[config.mk]
export PLATFORM = sky130hd
export DESIGN_NAME = mdu_apb
export DESIGN_NICKNAME = d
export VERILOG_FILES = /design/src/mdu_pkg.sv /design/src/mdu_core_if.sv /design/src/mdu_engine.sv /design/src/mdu_apb.sv
export SDC_FILE = /design/constraint.sdc
export NUM_CORES = 1
export LEC_CHECK = 0
export BUFFER_PORTS_ARGS = -buffer_cell sky130_fd_sc_hd__buf_4
export CORE_MARGIN = 10
export CORE_UTILIZATION = 45
export DETAILED_ROUTE_END_ITERATION = 12
export PLACE_DENSITY = 0.65
export RECOVER_POWER = 100
export SETUP_SLACK_MARGIN = 0.3
export SKIP_CTS_REPAIR_TIMING = 1
export SYNTH_ARGS = -nofsm -noshare
export SYNTH_HDL_FRONTEND = slang
export SYNTH_SLANG_ARGS = --single-unit
[constraint.sdc]
create_clock -name i_sys_clk -period 4.8 [get_ports i_sys_clk]
set_input_delay 1.2 -clock i_sys_clk [delete_from_list [all_inputs] [get_ports i_sys_clk]]
set_output_delay 1.2 -clock i_sys_clk [all_outputs]
set_load 0.02 [all_outputs]
[src/mdu_pkg.sv]
// package of register map and timing constants for the multiply/divide unit
package mdu_pkg;
   // ********************
   // register offsets
   // ********************
   localparam logic [7:0] ACC_BYTE0_IDX = 8'he9;
   localparam logic [7:0] ACC_BYTE1_IDX = 8'hea;
   localparam logic [7:0] ACC_BYTE2_IDX = 8'heb;
   localparam logic [7:0] ACC_BYTE3_IDX = 8'hec;
   localparam logic [7:0] OPND_LOW_IDX = 8'hed;
   localparam logic [7:0] OPND_HIGH_IDX = 8'hee;
   localparam logic [7:0] ARITH_CTRL_IDX = 8'hef;
   localparam int ADDR_W = 12;
   // ********************
   // field layout and resets
   // ********************
   localparam int START_BIT = 7;
   localparam int OPSEL_BIT = 6;
   localparam logic [31:0] ACC_RESET = 32'h0000_0000;
   localparam logic [15:0] OPND_RESET = 16'h0000;
   localparam logic [31:0] UNMAPPED_DATA = 32'h0000_0000;
   // ********************
   // timing
   // ********************
   localparam int SYS_CLK_HZ = 20000000;
   localparam int CALC_PERIODS = 16;
   localparam int CALC_CYCLES = CALC_PERIODS;
   localparam int CNT_W = $clog2(CALC_CYCLES + 1);
   typedef enum logic {OP_MUL, OP_DIV} op_sel_t;
endpackage

[src/mdu_core_if.sv]
// interface joining the register front end to the arithmetic engine
`timescale 1ns/1ns
interface mdu_core_if;
   logic start;
   logic op_div;
   logic [31:0] acc_in;
   logic [15:0] opnd_in;
   logic done;
   logic [31:0] acc_out;
   logic [15:0] opnd_out;
   modport ctrl (output start, output op_div, output acc_in, output opnd_in,
      input done, input acc_out, input opnd_out);
   modport engine (input start, input op_div, input acc_in, input opnd_in,
      output done, output acc_out, output opnd_out);
endinterface

[src/mdu_engine.sv]
// iterative 16x16 multiplier and 32/16 divider, one multiply step or two divide steps per clock
`timescale 1ns/1ns
module mdu_engine (
   // clock and reset
   input wire logic i_sys_clk,
   input wire logic i_rst_n,
   // arithmetic link
   mdu_core_if.engine core
);
   import mdu_pkg::*;

   logic [31:0] a_r;
   logic [31:0] a_nxt;
   logic [15:0] b_r;
   logic [16:0] rem_r;
   logic [16:0] rem_nxt;
   logic [32:0] prod_r;
   logic [32:0] prod_nxt;
   logic div_r;
   logic busy_r;
   logic [16:0] mul_sum;
   logic [31:0] a_nxt2;
   logic [CNT_W-1:0] cnt_r;
   logic [17:0] trial;
   logic [16:0] shifted;

   // ********************
   // one step of each operation
   // ********************
   // divide: restoring, two quotient bits shifted into a_r per step pair
   assign shifted = {rem_r[15:0], a_r[31]};
   assign trial = {1'b0, shifted} - {2'b00, b_r};
   assign rem_nxt = trial[17] ? shifted : trial[16:0];
   assign a_nxt = div_r ? {a_r[30:0], ~trial[17]} : a_r;
   // multiply: one multiplier bit per step, shift-add
   assign mul_sum = {1'b0, prod_r[31:16]} + {1'b0, a_r[15:0]};
   assign prod_nxt = prod_r[0] ? {1'b0, mul_sum, prod_r[15:1]} : {1'b0, prod_r[32:1]};

   // a 32-bit divide needs 32 steps; two steps per clock keeps 16 cycles
   logic [16:0] shifted2;
   logic [17:0] trial2;
   logic [16:0] rem_nxt2;
   assign shifted2 = {rem_nxt[15:0], a_r[30]};
   assign trial2 = {1'b0, shifted2} - {2'b00, b_r};
   assign rem_nxt2 = trial2[17] ? shifted2 : trial2[16:0];
   assign a_nxt2 = {a_nxt[30:0], ~trial2[17]};

   always_ff @(posedge i_sys_clk) begin
      if (!i_rst_n) begin
         a_r <= ACC_RESET;
         b_r <= OPND_RESET;
         rem_r <= 17'h0_0000;
         prod_r <= 33'h0_0000_0000;
         div_r <= 1'b0;
         busy_r <= 1'b0;
         cnt_r <= '0;
      end else begin
         if (core.start && !busy_r) begin
            a_r <= core.acc_in;
            b_r <= core.opnd_in;
            rem_r <= 17'h0_0000;
            prod_r <= {17'h0_0000, core.opnd_in};
            div_r <= core.op_div;
            busy_r <= 1'b1;
            cnt_r <= CNT_W'(CALC_CYCLES - 1);
         end else if (busy_r) begin
            if (div_r) begin
               a_r <= a_nxt2;
               rem_r <= rem_nxt2;
            end else begin
               prod_r <= prod_nxt;
            end
            if (cnt_r == '0) begin
               busy_r <= 1'b0;
            end else begin
               cnt_r <= cnt_r - 1'b1;
            end
         end
      end
   end

   // ********************
   // results
   // ********************
   // zero divisor: quotient all ones, remainder wraps; no stall
   // done flags the last step; results are handed over with it
   assign core.done = busy_r && (cnt_r == '0);
   assign core.acc_out = div_r ? a_nxt2 : prod_nxt[31:0];
   assign core.opnd_out = div_r ? rem_nxt2[15:0] : b_r;
endmodule

[src/mdu_apb.sv]
// multiply/divide unit with its byte registers on an APB slave
// Contract
// - 32-bit accumulator in four bytes, 16-bit operand in two, low byte lowest
// - select 0 multiplies accumulator low half by operand into full accumulator
// - select 1 divides 32-bit accumulator by 16-bit operand
// - division leaves quotient in accumulator, remainder in operand
// - writing 1 to control bit 7 starts; bit stays 1 until done
// - each operation completes within 16 clock periods
// - two operations: 16x16 multiply and 32/16 divide
//
// The APB slave port was left to the implementer.
`timescale 1ns/1ns
module mdu_apb (
   // clock and reset
   input wire logic i_sys_clk,
   input wire logic i_rst_n,
   // apb slave
   input wire logic i_psel,
   input wire logic i_penable,
   input wire logic i_pwrite,
   input wire logic [mdu_pkg::ADDR_W-1:0] i_paddr,
   input wire logic [31:0] i_pwdata,
   input wire logic [3:0] i_pstrb,
   output logic [31:0] o_prdata,
   output logic o_pready,
   output logic o_pslverr,
   // status
   output logic o_busy
);
   import mdu_pkg::*;

   // ********************
   // state
   // ********************
   logic [31:0] acc_r;
   logic [15:0] opnd_r;
   logic start_r;
   logic opsel_r;
   logic [31:0] prdata_r;
   logic pready_r;
   logic pslverr_r;
   mdu_core_if core ();

   // ********************
   // address decode
   // ********************
   wire setup = i_psel && !i_penable;
   wire access = i_psel && i_penable && pready_r;
   wire aligned = (i_paddr[1:0] == 2'b00);
   wire [ADDR_W-3:0] idx = i_paddr[ADDR_W-1:2];
   wire hit_a0 = aligned && (idx == (ADDR_W-2)'(ACC_BYTE0_IDX));
   wire hit_a1 = aligned && (idx == (ADDR_W-2)'(ACC_BYTE1_IDX));
   wire hit_a2 = aligned && (idx == (ADDR_W-2)'(ACC_BYTE2_IDX));
   wire hit_a3 = aligned && (idx == (ADDR_W-2)'(ACC_BYTE3_IDX));
   wire hit_bl = aligned && (idx == (ADDR_W-2)'(OPND_LOW_IDX));
   wire hit_bh = aligned && (idx == (ADDR_W-2)'(OPND_HIGH_IDX));
   wire hit_ct = aligned && (idx == (ADDR_W-2)'(ARITH_CTRL_IDX));
   wire hit_any = hit_a0 || hit_a1 || hit_a2 || hit_a3 || hit_bl || hit_bh || hit_ct;
   wire wr_ok = access && i_pwrite && hit_any && i_pstrb[0];
   wire [7:0] wb = i_pwdata[7:0];
   wire [7:0] ctrl_rd = {start_r, opsel_r, 6'h00};
   wire [7:0] rd_byte = hit_a0 ? acc_r[7:0] :
                        hit_a1 ? acc_r[15:8] :
                        hit_a2 ? acc_r[23:16] :
                        hit_a3 ? acc_r[31:24] :
                        hit_bl ? opnd_r[7:0] :
                        hit_bh ? opnd_r[15:8] :
                        hit_ct ? ctrl_rd : 8'h00;
   wire go = wr_ok && hit_ct && wb[START_BIT] && !start_r;
   wire ct_wr = wr_ok && hit_ct && !start_r;
   wire opsel_now = ct_wr ? wb[OPSEL_BIT] : opsel_r;

   // ********************
   // core hookup
   // ********************
   assign core.start = go;
   assign core.op_div = opsel_now;
   assign core.acc_in = acc_r;
   assign core.opnd_in = opnd_r;

   mdu_engine u_engine (
      .i_sys_clk(i_sys_clk),
      .i_rst_n(i_rst_n),
      .core(core)
   );

   // ********************
   // apb answer, one wait-free access phase
   // ********************
   always_ff @(posedge i_sys_clk) begin
      if (!i_rst_n) begin
         prdata_r <= UNMAPPED_DATA;
         pready_r <= 1'b0;
         pslverr_r <= 1'b0;
      end else begin
         pready_r <= setup;
         pslverr_r <= setup && !hit_any;
         prdata_r <= (setup && !i_pwrite) ? {24'h00_0000, rd_byte} : UNMAPPED_DATA;
      end
   end

   // ********************
   // data and control registers
   // ********************
   always_ff @(posedge i_sys_clk) begin
      if (!i_rst_n) begin
         acc_r <= ACC_RESET;
         opnd_r <= OPND_RESET;
         start_r <= 1'b0;
         opsel_r <= 1'b0;
      end else begin
         if (core.done) begin
            acc_r <= core.acc_out;
            opnd_r <= core.opnd_out;
            start_r <= 1'b0;
         end else if (go) begin
            start_r <= 1'b1;
         end
         // data writes during a run are ignored
         if (wr_ok && !start_r) begin
            if (hit_a0) acc_r[7:0] <= wb;
            if (hit_a1) acc_r[15:8] <= wb;
            if (hit_a2) acc_r[23:16] <= wb;
            if (hit_a3) acc_r[31:24] <= wb;
            if (hit_bl) opnd_r[7:0] <= wb;
            if (hit_bh) opnd_r[15:8] <= wb;
         end
         if (ct_wr) begin
            opsel_r <= wb[OPSEL_BIT];
         end
      end
   end

   assign o_prdata = prdata_r;
   assign o_pready = pready_r;
   assign o_pslverr = pslverr_r;
   assign o_busy = start_r;
endmodule

==> results_dict.tcl <==
set metrics [dict create \
    globalRouteOverflowTotal 0 \
    p_leak_nw 4.28 \
    fin_hold_ws_ps 458 \
    max-cap-violations 2 \
    max_slew.worst_pin.slew_ps 2040 \
    synth.yosys.seq_area_share 0.322 \
    clkLatencyLatePin_ps 440 \
    timing.final.ws_setup_ps 251 \
    ctsHtreeMaxLevel 4 \
    netlist_area_mm2 0.0101 \
    worstPathArrival_ps 4900 \
    synth_seq_cells 163 \
    post-place-cells 1569 \
    r2r_setup_slack_ps 250 \
    powerDensity_mw_per_mm2 243 \
    grt_max_degree 95 \
    maxSlewHeadroom -0.361 \
    crit_type "reg -> reg" \
    n_antenna_cell 0 \
    final_layout_size_suffix_gt1_frac 0.158 \
    cts_root_buf "sky130_fd_sc_hd__clkbuf_16" \
    detail_route.first_pass.iterations 6 \
    critical_path_buf_inv_count 4 \
    worst_hold_path.endpoint "u_engine.b_r[15]$_SDFFE_PN0P_" \
    worst_r2r_path_depth 21 \
    cts_max_path_buffers 2 \
    crit_path_most_repeated_cell "sky130_fd_sc_hd__buf_6" \
    critPathMaxStageDelay_ps 350 \
    rr_startpoint "u_engine.b_r[4]$_SDFFE_PN0P_" \
    synth_top_flop_cell "sky130_fd_sc_hd__dfxtp_1" \
    detailed_place_hpwl_um 22700 \
    path_max_fanout 5 \
    coreArea_mm2 0.0220 \
    clock_edge_transition_at_the_registers_on_the_reported_setup_and_hold_paths_ps 70 \
    cts.sinks 163 \
    cp_cell_sequence "inv_2 -> ha_4 -> a21o_1 -> or3_4 -> o21ai_4 -> o31ai_4 -> a41o_4 -> buf_6 -> a221oi_4 -> ha_1 -> nor2b_4 -> o31ai_2 -> buf_4 -> a21oi_4 -> o221ai_4 -> o311a_4 -> and2_4 -> buf_6 -> mux2i_1 -> nor2_1 -> o22ai_1" \
    timing.clock.skew_ps 13.2 \
    instances_no_fill 1613 \
    placementRows 54 \
    top_layer_in_use "met4" \
    finish.instance_area_mm2 0.0117 \
    antenna_found_initial 0 \
    first_pass_grt_wire_length_um 49400 \
    critical_path_required_ps 5150 \
    numCtsBuffers 17 \
    utilization 0.535 \
    final_cell_mix "sky130_fd_sc_hd__nand2_1, sky130_fd_sc_hd__dfxtp_1, sky130_fd_sc_hd__nor2_1, sky130_fd_sc_hd__a21oi_1, sky130_fd_sc_hd__buf_4" \
    clock.fmax_mhz 220 \
    asyncSetResetFlopFracSynth 0 \
    wl_met3_um 2500 \
    avg_synthesized_cell_area_um2 7.84 \
    vias_in_the_first_global_route 8953 \
    synthesis.instances 1292 \
    worstHoldPathCells 2 \
    track_usage 0.214 \
    setup.worst_path.end_class "flip-flop" \
    routabilityCongestion 0.939 \
    number_of_synthesized_flops_with_an_enable_pin 0 \
    setup_violations 0 \
    synth_cell_types 82 \
    wl_um 32500 \
    finalHoldViolations 0 \
    failed_checks "capacitance limit, slew limit" \
    wl_per_cell_um 20.1 \
    fin_tns_setup_ps 0 \
    fin_crit_ps 4550 \
    critPathTopFamily "compound AO/OA/AOI/OAI gates" \
    rr_endpoint "core.opnd_in[1]$_SDFF_PN0_" \
    grt_setup_unrepaired "true" \
    min_path_type "reg -> reg" \
    report.final.slew_viol_count 130 \
    met2RoutedLength_um 14500 \
    initial_utilization 0.461 \
    io_buffers 36 \
    chipHeight_um 170 \
    routed_vias_inst 6.06 \
    leading_cell_type_in_the_layout_fill_and_taps_excluded "sky130_fd_sc_hd__nand2_1" \
    dpl_worst_slack_ps -10.2 \
    cts_tree "yes" \
    detail-route-antenna-nets 0 \
    fin_nets 1425 \
    design.die.area_mm2 0.0289 \
    outcome "finished, violations left" \
    placed_area_mm2 0.0107 \
    first_iter_violations 977 \
    die-width_um 170 \
    critical_path.slowest_cell "sky130_fd_sc_hd__or3_4" \
    detail_route.wirelength.met1_um 14700 \
    vias 9769 \
    p_total_mw 2.85 \
    yosysWarnings 0 \
    io_pins 88 \
    power.ir.vdd_worst_uv 264 \
    fraction_of_the_cycle_the_final_worst_path_needs 0.948 \
    area_growth_syn_to_layout_pct 16.0 \
    route.detailed.drc 0 \
    min-delay-start "u_engine.b_r[15]$_SDFFE_PN0P_" \
    start_kind "flip-flop" \
]
how the worst max path moves through the flow:
stage / from / to / slack (ps) / depth (start not counted)
6_report: u_engine.b_r[4]$_SDFFE_PN0P_ / core.opnd_in[1]$_SDFF_PN0_ / 250 / 21
5_1_grt: u_engine.b_r[1]$_SDFFE_PN0P_ / core.opnd_in[1]$_SDFF_PN0_ / 100 / 22
4_1_cts: u_engine.b_r[4]$_SDFFE_PN0P_ / core.opnd_in[3]$_SDFF_PN0_ / -50 / 19
3_5_place_dp: u_engine.b_r[4]$_SDFFE_PN0P_ / core.opnd_in[3]$_SDFF_PN0_ / -10 / 19
3_3_place_gp: u_engine.b_r[4]$_SDFFE_PN0P_ / core.opnd_in[3]$_SDFF_PN0_ / 20 / 19
2_1_floorplan: u_engine.b_r[4]$_SDFFE_PN0P_ / core.opnd_in[3]$_SDFF_PN0_ / 310 / 20
kinds of logic after synthesis:
kind of cell,count (synthesis),synth area share
other,1,0.000370
adder cells (fa/ha/maj),52,0.0665
XOR/XNOR,34,0.0294
AO/OA/AOI/OAI,406,0.259
buffers and inverters,153,0.0683
flip-flops,163,0.322
AND/OR/NAND/NOR,416,0.183
multiplexers,67,0.0715
flip-flops by register name, indices dropped and copies added (netlist names):
name             cells
acc_r               32
u_engine.a_r        32
u_engine.prod_r     32
core.opnd_in        16
u_engine.b_r        16
u_engine.rem_r      16
o_prdata             8
u_engine.cnt_r       5
o_busy               1
o_pready             1
o_pslverr            1
opsel_r              1
u_engine.busy_r      1
u_engine.div_r       1
layer usage:
metal  up-vias  global-route usage
met4         0              0.0706
met2       383               0.330
met5         -                   0
met1      4676               0.302
li1       4649                   -
met3        61              0.0278
Yosys cell counts, types with 25 or more instances:
| cell | number | area [µm²] |
|---|---|---|
| sky130_fd_sc_hd__a211oi_1 | 38 | 285 |
| sky130_fd_sc_hd__a21oi_1 | 129 | 646 |
| sky130_fd_sc_hd__a22oi_1 | 31 | 233 |
| sky130_fd_sc_hd__a31oi_1 | 40 | 250 |
| sky130_fd_sc_hd__buf_4 | 25 | 188 |
| sky130_fd_sc_hd__clkbuf_1 | 72 | 270 |
| sky130_fd_sc_hd__dfxtp_1 | 163 | 3260 |
| sky130_fd_sc_hd__ha_1 | 49 | 613 |
| sky130_fd_sc_hd__inv_1 | 41 | 154 |
| sky130_fd_sc_hd__mux2i_1 | 48 | 480 |
| sky130_fd_sc_hd__nand2_1 | 192 | 721 |
| sky130_fd_sc_hd__nor2_1 | 124 | 465 |
| sky130_fd_sc_hd__o21ai_0 | 69 | 345 |
worst min-delay path: cells and delay by family, from the launching register on:
kind	cells	cell delay (ps)
compound gates	1	50
flops	1	310
simple gates	1	50
power breakdown:
group	switching, mW	internal (mW)
Sequential	0.000222	1.35
Combinational	0.0722	0.0216
Clock	0.649	0.756
final cells by class:
class                      count  area [µm²]
timing repair buffer          95         671
fill                        2010       10200
tap                          280         350
inverter                      42         158
multi-input combinational   1001        6690
sequential                   163        3280
clock buffer                  18         439
clock inverter                14         164
Note: power is estimated with default switching activity, not from simulation.
